**config.mk**
```make
export PLATFORM = sky130hd
export DESIGN_NAME = uab_top
export DESIGN_NICKNAME = d
export VERILOG_FILES = /design/src/logic/uab_pkg.sv /design/src/logic/uab_top.sv
export SDC_FILE = /design/constraint.sdc
export NUM_CORES = 1
export LEC_CHECK = 0
export BUFFER_PORTS_ARGS = -buffer_cell sky130_fd_sc_hd__buf_2
export CAP_MARGIN = 20
export CORE_ASPECT_RATIO = 1.5
export CORE_MARGIN = 8
export CORE_UTILIZATION = 59
export DETAILED_ROUTE_END_ITERATION = 8
export GPL_TIMING_DRIVEN = 0
export PLACE_DENSITY = 0.81
export SYNTH_ARGS = -nofsm -noshare
export SYNTH_HDL_FRONTEND = slang
export SYNTH_SLANG_ARGS = --single-unit
```
**constraint.sdc**
```tcl
create_clock -name CLK -period 4.1 [get_ports CLK]
set_input_delay 0 -clock CLK [delete_from_list [all_inputs] [get_ports CLK]]
set_output_delay 0 -clock CLK [all_outputs]
set_load 0.05 [all_outputs]
```
**src/logic/uab_pkg.sv**
```systemverilog
package uab_pkg;

  // register byte addresses on the 32-bit slave port
  localparam logic [5:0] ADDR_PERIPHERAL_FLAGS_1       = 6'h00;
  localparam logic [5:0] ADDR_PERIPHERAL_IRQ_ENABLE_1  = 6'h04;
  localparam logic [5:0] ADDR_RECEIVE_STATUS_CONTROL   = 6'h08;
  localparam logic [5:0] ADDR_TRANSMIT_BUFFER          = 6'h0C;
  localparam logic [5:0] ADDR_TRANSMIT_STATUS_CONTROL  = 6'h10;
  localparam logic [5:0] ADDR_BAUD_CONTROL             = 6'h14;
  localparam logic [5:0] ADDR_BAUD_DIVISOR_HIGH        = 6'h18;
  localparam logic [5:0] ADDR_BAUD_DIVISOR_LOW         = 6'h1C;
  localparam logic [5:0] ADDR_RECEIVE_BUFFER           = 6'h20;

  // peripheral_flags_1 / peripheral_irq_enable_1
  localparam int BIT_RECEIVE_DONE     = 5;
  localparam int BIT_TX_BUFFER_EMPTY  = 4;
  // receive_status_control
  localparam int BIT_PORT_ENABLE      = 7;
  localparam int BIT_NINE_BIT_RECEIVE = 6;
  // transmit_status_control
  localparam int BIT_NINE_BIT_TX      = 6;
  localparam int BIT_TRANSMIT_ENABLE  = 5;
  localparam int BIT_SYNC_MODE        = 4;
  localparam int BIT_HIGH_SPEED       = 2;
  localparam int BIT_SHIFTER_EMPTY    = 1;
  localparam int BIT_NINTH_TX         = 0;
  // baud_control
  localparam int BIT_AUTOBAUD_OVF     = 7;
  localparam int BIT_RECEIVE_POL      = 5;
  localparam int BIT_TRANSMIT_POL     = 4;
  localparam int BIT_WIDE_DIVISOR     = 3;
  localparam int BIT_WAKE_ON_EDGE     = 1;
  localparam int BIT_AUTOBAUD_ENABLE  = 0;

  localparam logic [7:0] RESET_BYTE = 8'h00;

  // oscillator clocks per generator count in normal operation
  localparam logic [8:0] PRESCALE_SLOW = 9'h040;
  localparam logic [8:0] PRESCALE_MID  = 9'h010;
  localparam logic [8:0] PRESCALE_FAST = 9'h004;
  // measurement counts eight times slower
  localparam int MEASURE_SHIFT = 3;
  localparam logic [2:0] AUTOBAUD_EDGES = 3'h5;

  localparam int FRAME_BITS_MAX = 11;

  typedef struct packed {
    logic        read;
    logic        write;
    logic [5:0]  address;
    logic [31:0] writedata;
    logic [3:0]  byteenable;
  } uab_avs_req_s;

  typedef enum logic [1:0] {
    ABD_IDLE,
    ABD_WAIT_START,
    ABD_WAIT_RISE,
    ABD_COUNT
  } uab_abd_state_e;

endpackage

```
**src/logic/uab_top.sv**
```systemverilog
`timescale 1ns/100ps

module uab_top
  import uab_pkg::*;
(
  input  wire logic                  CLK,
  input  wire logic                  RSTN,
  input  wire uab_pkg::uab_avs_req_s AVS_REQ,
  output logic [31:0]                AVS_READDATA,
  output logic                       AVS_WAITREQUEST,
  input  wire logic                  RECEIVE_LINE,
  output logic                       TRANSMIT_LINE
);
  import uab_pkg::*;

  typedef enum logic [1:0] {
    TX_IDLE,
    TX_SHIFT
  } uab_tx_state_e;

  logic           ack;
  logic           bus_req;
  logic           wr_en;
  logic           rd_take;
  logic [7:0]     wbyte;
  logic [7:0]     flags_irq_enable;
  logic           receive_done_flag;
  logic           tx_buffer_empty_flag;
  logic           port_enable;
  logic           nine_bit_receive;
  logic [7:0]     transmit_buffer;
  logic           buffer_full;
  logic           nine_bit_transmit;
  logic           transmit_enable;
  logic           sync_mode;
  logic           high_speed_select;
  logic           ninth_transmit_bit;
  logic           autobaud_overflow;
  logic           receive_polarity;
  logic           transmit_polarity;
  logic           wide_divisor_mode;
  logic           wake_on_edge_enable;
  logic           autobaud_enable;
  logic [7:0]     divisor_high_byte;
  logic [7:0]     divisor_low_byte;
  logic           rx_meta;
  logic           rx_sync;
  logic           rx_prev;
  logic           rx_level;
  logic           rx_fall;
  logic           rx_rise;
  logic           wake_armed;
  uab_abd_state_e abd_state;
  logic [2:0]     rise_count;
  logic [15:0]    measure_count;
  logic           abd_start;
  logic           abd_done;
  logic           abd_run;
  logic [11:0]    pre_cnt;
  logic [11:0]    pre_limit;
  logic           pre_tick;
  logic [15:0]    gen_cnt;
  logic [15:0]    divisor;
  logic           bit_tick;
  uab_tx_state_e  tx_state;
  logic [10:0]    tx_shift;
  logic [3:0]     tx_bits_left;
  logic           load_shifter;
  logic           tx_level;
  logic [7:0]     next_read;

  function automatic logic [8:0] counter_prescale(input logic wide, input logic fast);
    if (wide && fast)
      counter_prescale = PRESCALE_FAST;
    else if (wide || fast)
      counter_prescale = PRESCALE_MID;
    else
      counter_prescale = PRESCALE_SLOW;
  endfunction

  // one wait cycle, then the answer
  assign bus_req         = AVS_REQ.read | AVS_REQ.write;
  assign AVS_WAITREQUEST = bus_req & ~ack;
  assign wr_en           = AVS_REQ.write & ack & AVS_REQ.byteenable[0];
  assign rd_take         = AVS_REQ.read & ack;
  assign wbyte           = AVS_REQ.writedata[7:0];

  always_ff @(posedge CLK)
  begin
    if (!RSTN)
      ack <= 1'b0;
    else
      ack <= bus_req & ~ack;
  end

  always_comb
  begin
    next_read = 8'h00;
    unique case (AVS_REQ.address)
      ADDR_PERIPHERAL_FLAGS_1:
      begin
        next_read[BIT_RECEIVE_DONE]    = receive_done_flag;
        next_read[BIT_TX_BUFFER_EMPTY] = tx_buffer_empty_flag;
      end
      ADDR_PERIPHERAL_IRQ_ENABLE_1: next_read = flags_irq_enable;
      ADDR_RECEIVE_STATUS_CONTROL:
      begin
        next_read[BIT_PORT_ENABLE]      = port_enable;
        next_read[BIT_NINE_BIT_RECEIVE] = nine_bit_receive;
      end
      ADDR_TRANSMIT_BUFFER:         next_read = transmit_buffer;
      ADDR_TRANSMIT_STATUS_CONTROL:
      begin
        next_read[BIT_NINE_BIT_TX]     = nine_bit_transmit;
        next_read[BIT_TRANSMIT_ENABLE] = transmit_enable;
        next_read[BIT_SYNC_MODE]       = sync_mode;
        next_read[BIT_HIGH_SPEED]      = high_speed_select;
        next_read[BIT_SHIFTER_EMPTY]   = (tx_state == TX_IDLE);
        next_read[BIT_NINTH_TX]        = ninth_transmit_bit;
      end
      ADDR_BAUD_CONTROL:
      begin
        next_read[BIT_AUTOBAUD_OVF]    = autobaud_overflow;
        next_read[BIT_RECEIVE_POL]     = receive_polarity;
        next_read[BIT_TRANSMIT_POL]    = transmit_polarity;
        next_read[BIT_WIDE_DIVISOR]    = wide_divisor_mode;
        next_read[BIT_WAKE_ON_EDGE]    = wake_on_edge_enable;
        next_read[BIT_AUTOBAUD_ENABLE] = autobaud_enable;
      end
      ADDR_BAUD_DIVISOR_HIGH:       next_read = divisor_high_byte;
      ADDR_BAUD_DIVISOR_LOW:        next_read = divisor_low_byte;
      default:                      next_read = 8'h00;
    endcase
  end

  always_ff @(posedge CLK)
  begin
    if (!RSTN)
      AVS_READDATA <= 32'h0000_0000;
    else if (AVS_REQ.read && !ack)
      AVS_READDATA <= {24'h00_0000, next_read};
  end

  // plain control registers
  always_ff @(posedge CLK)
  begin
    if (!RSTN)
    begin
      flags_irq_enable  <= RESET_BYTE;
      port_enable       <= 1'b0;
      nine_bit_receive  <= 1'b0;
      nine_bit_transmit <= 1'b0;
      transmit_enable   <= 1'b0;
      sync_mode         <= 1'b0;
      high_speed_select <= 1'b0;
      ninth_transmit_bit <= 1'b0;
      receive_polarity  <= 1'b0;
      transmit_polarity <= 1'b0;
      wide_divisor_mode <= 1'b0;
    end
    else if (wr_en)
    begin
      unique case (AVS_REQ.address)
        ADDR_PERIPHERAL_IRQ_ENABLE_1: flags_irq_enable <= wbyte;
        ADDR_RECEIVE_STATUS_CONTROL:
        begin
          port_enable      <= wbyte[BIT_PORT_ENABLE];
          nine_bit_receive <= wbyte[BIT_NINE_BIT_RECEIVE];
        end
        ADDR_TRANSMIT_STATUS_CONTROL:
        begin
          nine_bit_transmit  <= wbyte[BIT_NINE_BIT_TX];
          transmit_enable    <= wbyte[BIT_TRANSMIT_ENABLE];
          sync_mode          <= wbyte[BIT_SYNC_MODE];
          high_speed_select  <= wbyte[BIT_HIGH_SPEED];
          ninth_transmit_bit <= wbyte[BIT_NINTH_TX];
        end
        ADDR_BAUD_CONTROL:
        begin
          receive_polarity  <= wbyte[BIT_RECEIVE_POL];
          transmit_polarity <= wbyte[BIT_TRANSMIT_POL];
          wide_divisor_mode <= wbyte[BIT_WIDE_DIVISOR];
        end
        default: ;
      endcase
    end
  end

  // receive line: two flops, then polarity and edges
  always_ff @(posedge CLK)
  begin
    if (!RSTN)
    begin
      rx_meta <= 1'b1;
      rx_sync <= 1'b1;
      rx_prev <= 1'b1;
    end
    else
    begin
      rx_meta <= RECEIVE_LINE;
      rx_sync <= rx_meta;
      rx_prev <= rx_level;
    end
  end

  assign rx_level = rx_sync ^ receive_polarity;
  assign rx_fall  = rx_prev & ~rx_level;
  assign rx_rise  = ~rx_prev & rx_level;

  // wake enable clears itself on the rise that ends the break
  always_ff @(posedge CLK)
  begin
    if (!RSTN)
    begin
      wake_on_edge_enable <= 1'b0;
      wake_armed          <= 1'b0;
    end
    else if (wr_en && AVS_REQ.address == ADDR_BAUD_CONTROL)
    begin
      wake_on_edge_enable <= wbyte[BIT_WAKE_ON_EDGE];
      wake_armed          <= 1'b0;
    end
    else if (wake_on_edge_enable)
    begin
      if (rx_fall)
        wake_armed <= 1'b1;
      else if (wake_armed && rx_rise)
      begin
        wake_on_edge_enable <= 1'b0;
        wake_armed          <= 1'b0;
      end
    end
  end

  assign abd_start = wr_en && AVS_REQ.address == ADDR_BAUD_CONTROL
                     && wbyte[BIT_AUTOBAUD_ENABLE] && !autobaud_enable;
  assign abd_run   = autobaud_enable & ~sync_mode & ~wake_on_edge_enable;
  assign abd_done  = abd_run && abd_state == ABD_COUNT && rx_rise
                     && rise_count == AUTOBAUD_EDGES - 3'h1;

  always_ff @(posedge CLK)
  begin
    if (!RSTN)
      autobaud_enable <= 1'b0;
    else if (abd_done)
      autobaud_enable <= 1'b0;
    else if (wr_en && AVS_REQ.address == ADDR_BAUD_CONTROL)
      autobaud_enable <= wbyte[BIT_AUTOBAUD_ENABLE];
  end

  // measurement state machine
  always_ff @(posedge CLK)
  begin
    if (!RSTN)
    begin
      abd_state  <= ABD_IDLE;
      rise_count <= 3'h0;
    end
    else if (abd_start)
    begin
      abd_state  <= ABD_WAIT_START;
      rise_count <= 3'h0;
    end
    else if (!autobaud_enable)
      abd_state <= ABD_IDLE;
    else if (abd_run)
    begin
      unique case (abd_state)
        ABD_IDLE:       abd_state <= ABD_WAIT_START;
        ABD_WAIT_START: if (rx_fall) abd_state <= ABD_WAIT_RISE;
        ABD_WAIT_RISE:
          if (rx_rise)
          begin
            abd_state  <= ABD_COUNT;
            rise_count <= 3'h1;
          end
        ABD_COUNT:
          if (rx_rise)
          begin
            rise_count <= rise_count + 3'h1;
            if (abd_done)
              abd_state <= ABD_IDLE;
          end
      endcase
    end
  end

  // prescaler: normal rate, or eight times slower while measuring
  assign pre_limit = (abd_state == ABD_COUNT)
                     ? {counter_prescale(wide_divisor_mode, high_speed_select),
                        3'b000}
                     : {3'b000, counter_prescale(wide_divisor_mode, high_speed_select)};
  assign pre_tick  = (pre_cnt >= pre_limit - 12'h001);

  always_ff @(posedge CLK)
  begin
    // a load restarts the bit timing so the start bit gets a full period
    if (!RSTN || abd_start || load_shifter)
      pre_cnt <= 12'h000;
    else if (pre_tick)
      pre_cnt <= 12'h000;
    else
      pre_cnt <= pre_cnt + 12'h001;
  end

  always_ff @(posedge CLK)
  begin
    if (!RSTN || abd_start)
      measure_count <= 16'h0000;
    else if (abd_run && abd_state == ABD_COUNT && pre_tick)
      measure_count <= measure_count + 16'h0001;
  end

  always_ff @(posedge CLK)
  begin
    if (!RSTN)
      autobaud_overflow <= 1'b0;
    else if (abd_run && abd_state == ABD_COUNT && pre_tick && measure_count == 16'hFFFF)
      autobaud_overflow <= 1'b1;
    else if (wr_en && AVS_REQ.address == ADDR_BAUD_CONTROL)
      autobaud_overflow <= wbyte[BIT_AUTOBAUD_OVF];
  end

  always_ff @(posedge CLK)
  begin
    if (!RSTN)
    begin
      divisor_high_byte <= RESET_BYTE;
      divisor_low_byte  <= RESET_BYTE;
    end
    else if (abd_done)
    begin
      divisor_high_byte <= measure_count[15:8];
      divisor_low_byte  <= measure_count[7:0];
    end
    else if (wr_en && AVS_REQ.address == ADDR_BAUD_DIVISOR_HIGH)
      divisor_high_byte <= wbyte;
    else if (wr_en && AVS_REQ.address == ADDR_BAUD_DIVISOR_LOW)
      divisor_low_byte <= wbyte;
  end

  // receiver stays idle; only the done flag is kept
  always_ff @(posedge CLK)
  begin
    if (!RSTN)
      receive_done_flag <= 1'b0;
    else if (abd_done)
      receive_done_flag <= 1'b1;
    else if (rd_take && AVS_REQ.address == ADDR_RECEIVE_BUFFER)
      receive_done_flag <= 1'b0;
  end

  // generator: one bit period per divisor+1 counts
  assign divisor  = wide_divisor_mode ? {divisor_high_byte, divisor_low_byte}
                                      : {8'h00, divisor_low_byte};
  assign bit_tick = pre_tick && gen_cnt == 16'h0000 && !autobaud_enable;

  always_ff @(posedge CLK)
  begin
    if (!RSTN || abd_start || autobaud_enable)
      gen_cnt <= 16'h0000;
    else if (load_shifter)
      gen_cnt <= divisor;
    else if (pre_tick)
      gen_cnt <= (gen_cnt == 16'h0000) ? divisor : gen_cnt - 16'h0001;
  end

  // transmit buffer and shifter
  assign load_shifter = tx_state == TX_IDLE && buffer_full && transmit_enable
                        && port_enable && !sync_mode;

  always_ff @(posedge CLK)
  begin
    if (!RSTN)
    begin
      transmit_buffer <= RESET_BYTE;
      buffer_full     <= 1'b0;
    end
    else if (wr_en && AVS_REQ.address == ADDR_TRANSMIT_BUFFER)
    begin
      transmit_buffer <= wbyte;
      buffer_full     <= 1'b1;
    end
    else if (load_shifter)
      buffer_full <= 1'b0;
  end

  always_ff @(posedge CLK)
  begin
    if (!RSTN)
      tx_buffer_empty_flag <= 1'b0;
    else if (load_shifter)
      tx_buffer_empty_flag <= 1'b1;
    else if (wr_en && AVS_REQ.address == ADDR_TRANSMIT_STATUS_CONTROL
             && wbyte[BIT_TRANSMIT_ENABLE] && !transmit_enable)
      tx_buffer_empty_flag <= 1'b1;
    else if (wr_en && AVS_REQ.address == ADDR_TRANSMIT_BUFFER)
      tx_buffer_empty_flag <= 1'b0;
  end

  always_ff @(posedge CLK)
  begin
    if (!RSTN || !port_enable)
    begin
      tx_state     <= TX_IDLE;
      tx_shift     <= '1;
      tx_bits_left <= 4'h0;
    end
    else
    begin
      unique case (tx_state)
        TX_IDLE:
          if (load_shifter)
          begin
            tx_state <= TX_SHIFT;
            // stop, ninth, data LSB first, start; no parity generated
            tx_shift <= nine_bit_transmit
                        ? {1'b1, ninth_transmit_bit, transmit_buffer, 1'b0}
                        : {2'b11, transmit_buffer, 1'b0};
            tx_bits_left <= nine_bit_transmit ? 4'(FRAME_BITS_MAX) : 4'(FRAME_BITS_MAX - 1);
          end
        TX_SHIFT:
          if (bit_tick)
          begin
            tx_shift <= {1'b1, tx_shift[10:1]};
            tx_bits_left <= tx_bits_left - 4'h1;
            if (tx_bits_left == 4'h1)
              tx_state <= TX_IDLE;
          end
      endcase
    end
  end

  assign tx_level = (tx_state == TX_SHIFT) ? tx_shift[0] : 1'b1;

  always_ff @(posedge CLK)
  begin
    if (!RSTN)
      TRANSMIT_LINE <= 1'b1;
    else
      TRANSMIT_LINE <= tx_level ^ transmit_polarity;
  end

endmodule

```
# Word level (Yosys, flattened, before mapping)
# Index checks and enable logic that the tools add are counted.
word_totals:
  register_bits: 128
  latch_bits: 0
  mem_bits_rw: 0
  mem_bits_ro: 0
  input_bits: 47
  elab_cells: 210
  memories: 0
op_classes:
  addsub: 6
  multipliers: 0
  n_div: 0
  order_cmp: 1
  n_eq_ne: 28
  shifts: 0
  n_mux: 57
  bitwise_logic: 18
  reduce_logical: 64
ops:
  columns: ["cell", "n"]
  rows:
  - ["$mux 16", 4]
  - ["$mux 8", 5]
  - ["$eq 6x5->1 const B", 4]
  - ["$logic_and 1x1->1", 24]
  - ["$mux 11", 2]
  - ["$pmux 11 s2", 1]
  - ["$mux 1", 20]
  - ["$add 16x1->16 const B", 1]
  - ["$eq 16x16->1 const B", 1]
  - ["$logic_not 16->1", 1]
  - ["$ne 2x2->1 const B", 8]
  - ["$ne 4x4->1 const B", 4]
  - ["$reduce_bool 2->1", 8]
  - ["$sub 16x1->16 const B", 1]
  - ["$reduce_and 5->1", 3]
  - ["$mux 2", 7]
  - ["$mux 7", 2]
  - ["$pmux 2 s7", 1]
  - ["$reduce_and 2->1", 7]
  - ["$add 12x1->12 const B", 1]
  - ["$eq 6x4->1 const B", 2]
  - ["$ge 12x12->1", 1]
  - ["$mux 12", 1]
  - ["$pmux 1 s6", 2]
  - ["other kinds (31)", 63]

# Logic depth before layout (Yosys ltp)
logic_depth:
  word_depth: 12
  ltp_mapped: 15
  ltp_nobuf: 13

# Least setup slack after synthesis
# Ideal clock, no wire load.
synth_timing:
  path_kind: "reg2reg"
  start: "register wide_divisor_mode"
  end: "register tx_shift[1]"
  arrival_time_ns: 2.902
  slack_ns: 1.062
  stages_incl_launch_ff: 14
  n_path_buf: 2
  period_less_slack_ns: 3.038
  cell_sequence: "dfxtp_1 -> clkbuf_1 -> inv_1 -> ha_1 -> nand2_1 -> ha_1 -> xor2_1 -> ha_1 -> a211oi_1 -> o211ai_2 -> o2111a_4 -> buf_6 -> nor4_1 -> a31oi_1"
synth_via:
  elab_chain_cells: 10
  elab_cells_between_ends: 11
synth_lines:
  columns: ["element", "line_no", "source"]
  rows:
  - ["from (decl)", "uab_top.sv:41", "logic wide_divisor_mode;"]
  - ["from (signal assigned)", "uab_top.sv:182", "wide_divisor_mode <= wbyte[BIT_WIDE_DIVISOR];"]
  - ["$logic_or 1x1->1", "uab_top.sv:75", "else if (wide || fast)"]
  - ["$mux 7", "uab_top.sv:75", null]
  - ["$mux 7 *", "uab_top.sv:73", "if (wide && fast)"]
  - ["$mux 12 *", "uab_top.sv:290", "? {counter_prescale(wide_divisor_mode, high_speed_select),"]
  - ["$sub 12x1->12 *", "uab_top.sv:293", "assign pre_tick = (pre_cnt >= pre_limit - 12'h001);"]
  - ["$ge 12x12->1 *", "uab_top.sv:293", null]
  - ["$logic_and 1x1->1 * (2 in series)", "uab_top.sv:356", "assign bit_tick = pre_tick && gen_cnt == 16'h0000 && !autobaud_enable;"]
  - ["$ne 2x2->1 (no source line) *", null, null]
  - ["$reduce_and 2->1 (no source line) *", null, null]
  - ["to (signal assigned)", "uab_top.sv:417", "tx_shift <= nine_bit_transmit"]
  - ["to (signal assigned)", "uab_top.sv:425", "tx_shift <= {1'b1, tx_shift[10:1]};"]
  - ["to (decl)", "uab_top.sv:66", "logic [10:0] tx_shift;"]
# Mark *: on every way between the ends. The rest lies on a longest branch, timed or not.
# A chain may end at the register's enable or synchronous reset.

# Worst setup path after layout
layout_timing:
  start: "register wide_divisor_mode"
  end: "register autobaud_overflow"
layout_via:
  elab_chain_cells: 9
  elab_cells_between_ends: 11
layout_lines:
  columns: ["element", "line_no", "source"]
  rows:
  - ["$logic_or 1x1->1", "uab_top.sv:75", null]
  - ["$mux 7", "uab_top.sv:75", null]
  - ["$mux 7 *", "uab_top.sv:73", null]
  - ["$mux 12 *", "uab_top.sv:290", null]
  - ["$sub 12x1->12 *", "uab_top.sv:293", null]
  - ["$ge 12x12->1 *", "uab_top.sv:293", null]
  - ["$logic_and 1x1->1 * (2 in series)", "uab_top.sv:318", "else if (abd_run && abd_state == ABD_COUNT && pre_tick && measure_count == 16'hFFFF)"]
  - ["$mux 1 or $reduce_bool 2->1 (tied branches)", null, null]
  - ["to (signal assigned)", "uab_top.sv:321", "autobaud_overflow <= wbyte[BIT_AUTOBAUD_OVF];"]
  - ["to (decl)", "uab_top.sv:38", "logic autobaud_overflow;"]
# Marked as above.

==> metrics.md <==
| Metric | Value |
|---|---|
| Status | finished clean |
| Max H-tree Level | 4 |
| Vias/cell | 6.38 |
| Largest net degree at the start of global routing | 17 |
| Power, Total | 4110 uW |
| Worst Path Class, Setup | flop to flop |
| Synth-to-layout area growth | 16.1% |
| Setup Skew | 0.00988 ns |
| N_diodes | 0 |
| Peak VDD IR | 0.304 mV |
| FFs w/ async S/R, synth | 0% |
| First-pass GRT wire length | 33.8 mm |
| Reg2reg end | autobaud_overflow |
| Synth warnings | 0 |
| Total wire length | 21.3 mm |
| Total Die Area | 0.0156 sq mm |
| Vias in the first global route | 6635 |
| Pre-antenna DRT Iters | 8 |
| Worst slew margin | 35.9% |
| Max Freq | 0.267 GHz |
| Clock tree sinks | 126 |
| Most used DFF post-synth | dfxtp_1 |
| IO buf count | 26 |
| Initial Util | 60.5% |
| Yosys top cell by area | dfxtp_1 |
| Hold WS | 0.0128 ns |
| GRT Util Overall | 26.7% |
| WP data required | 4.46 ns |
| Setup TNS | 0 ns |
| Worst R2R Start | wide_divisor_mode |
| GP Congestion | 0.942 |
| Max-Cap Viols | 0 |
| Hold Path Stages | 2 |
| Synth Instances | 820 |
| First-iteration detailed-routing DRC count | 620 |
| Number of buffers created by CTS | 17 |
| Most used cell, CP | ha_1 |
| Final #Nets | 969 |
| Final setup viols | 0 |
| CP startpoint kind | flop |
| GRT overflow | 0 |
| CP Launch Point | wide_divisor_mode |
| Setup repair bufs after CTS | 0 |
| Top-Level Pins | 81 |
| Max FO, Critical Path | 10 |
| Hold wc startpoint | RSTN |
| Pwr dens | 510 mW/mm^2 |
| Pre-CTS setup slack | 0.249 ns |
| Tcrit/Tclk final | 91.5% |
| RSZ-0062 raised after global routing | no |
| Initial antenna violation count | 0 |
| Clk slew on worst S/H paths | 0.06 ns |
| Num rows | 48 |
| Register area share after synthesis | 36.4% |
| DRC | 0 |
| Crit path max-delay cell type | o211ai_2 |
| Synth cell types | 73 |
| Synth top area share | 36.4% |
| Mapped Area | 0.00694 sq mm |
| CTS tree | built |
| HP Class | primary input to flop |
| Worst Path Arrival | 4.11 ns |
| Synthesis-stage register bit count | 126 |
| Final hold vios | 0 |
| Clk root buf | clkbuf_16 |
| Post-layout minimum cycle time | 3.75 ns |
| Final Util | 70.2% |
| Slew Viols, Final | 0 |
| Die W | 105 um |
| Worst-Margin Slew | 0.954 ns |
| EDFF count, synth | 0 |
| Clk buf depth | 2 |
| Slowest stage delay, CP | 0.56 ns |
| Crit path capture type | flop |
| Worst-Skew Late Latency | 0.42 ns |
| Buf/Inv on CP | 3 |
| Main area contributors after synthesis | dfxtp_1, mux2i_1, nor2_1, a21oi_1, ha_1 |
| Worst hold endpoint | rx_sync |
| Layout cells sized above 1 | 14.5% |
| R2R setup slack | 0.35 ns |
| Per-cell routed wire length | 20.0 um |
| Crit path max-delay family | compound AO/OA/AOI/OAI gates |
| Core Footprint | 0.0115 sq mm |
| Die H | 149 um |
| Register-to-Register Path Depth | 13 |
| Via count | 6787 |
| Setup ws final | 0.348 ns |
| Post-DP HPWL | 15.5 mm |
| Leakage power | 0.00305 uW |
| Syn Area/Cell | 8.46 sq um |
| Antenna viol nets, final | 0 |
| CP Cell Sequence | clkbuf_2 > inv_1 > ha_1 > nand2_1 > ha_1 > xor2_1 > ha_1 > a211oi_1 > o211ai_2 > o21ai_2 > buf_2 > nor4_1 > o21a_1 |
## cell type report
cell class              count  area, sq um
plain buffers              74          422
clock buffers              21          450
clock inverters            11          141
fillers                   954         3420
inverters                  22         82.6
multi-input cells         622         4010
flip-flops and latches    126         2520
well taps                 150          188
repair buffers             37          240
## registers in the layout, summed over array words and instances (netlist names), 4 cells and up
register / count
divisor_low_byte: 8
pre_cnt: 12
gen_cnt: 16
flags_irq_enable: 8
transmit_buffer: 8
divisor_high_byte: 8
tx_bits_left: 4
AVS_READDATA: 8
tx_shift: 10
measure_count: 16
## repair_timing
| action | 4_1_cts | 5_1_grt |
|---|---|---|
| hold endpoints to repair | 20 | 0 |
| gates resized for setup | 0 | 3 |
| hold buffers | 11 | 0 |
| setup endpoints to repair | 0 | 3 |
## power by group
group          total, uW  internal, uW  switching (uW)  leakage [uW]
combinational       1180           445             732       0.00175
clock               1530           968             559      0.000283
sequential          1410          1310             102       0.00102
## worst max path at each step
stage | cells past startpoint | end | slack, ns
floorplan | 13 | tx_shift[1] | 1.06
global placement | 13 | autobaud_overflow | 0.39
detailed placement | 13 | gen_cnt[3] | 0.25
CTS | 13 | gen_cnt[3] | 0.20
global route | 15 | gen_cnt[3] | 0.16
finish | 13 | autobaud_overflow | 0.35
## logic make-up after synthesis
family | Yosys count | share of synthesized area [%]
simple gates | 304 | 22.3
compound gates | 198 | 19.4
flops | 126 | 36.4
buf+inv | 96 | 7.25
mux | 56 | 8.53
fa+ha+maj | 22 | 3.97
xor+xnor | 17 | 2.15
other cells | 1 | 0.0541
## cell usage in the layout, fill, tap and decap left out, types with 5 or more instances in the layout
master and n:
o21a_1 6, mux2_2 5, buf_4 31, a211oi_1 27
xor2_1 10, nor4_1 18, a22oi_1 11, inv_1 21
nand3_1 32, dlygate4sd3_1 11, clkbuf_16 17, dfxtp_1 126
conb_1 25, xnor2_1 7, o22ai_1 5, clkbuf_1 27
mux2i_1 49, or3_1 7, nand4_1 14, nand2_1 65
o31ai_1 6, o211ai_1 14, a31oi_1 13, buf_2 41
a22o_1 5, nand2b_1 10, and3_1 11, a21oi_1 59
or4_1 6, nor2_1 91, ha_1 22, and2_1 9
o21ai_0 23, nor3_1 17
## worst register-to-register path, cell delays in order, from the launching register on
cell      delay [ns]
dfxtp_1         0.39
clkbuf_2        0.29
inv_1           0.07
ha_1            0.38
nand2_1         0.09
ha_1            0.24
xor2_1          0.18
ha_1            0.30
a211oi_1        0.09
o211ai_2        0.57
o21ai_2         0.19
buf_2           0.24
nor4_1          0.49
o21a_1          0.17
## per-stage QoR
step           std cells  area, sq um
3_5_place_dp        1020         7340
2_1_floorplan        844         7030
3_3_place_gp        1020         7340
5_1_grt             1063         8050
4_1_cts             1063         8050
6_report            1063         8050
## synthesized netlist by cell type, types with 7 or more instances
master,instances
buf_2,15
a31oi_1,13
nand2_1,65
and3_1,11
o21ai_0,23
xor2_1,10
nand3_1,32
or3_1,7
nor2_1,91
nor3_1,17
nand4_1,14
a22oi_1,11
a211oi_1,27
nor4_1,18
o211ai_1,14
ha_1,22
clkbuf_1,25
nand2b_1,10
buf_4,31
dfxtp_1,126
inv_1,21
a21oi_1,59
xnor2_1,7
and2_1,9
mux2i_1,49
## routing by layer
metal,global-route usage (%),part of all wire [%]
met1,29.5,39
met2,48.3,51
met3,4.33,6.4
met4,13.9,3.4
met5,0,0
Note: power is estimated with default switching activity, not from simulation.
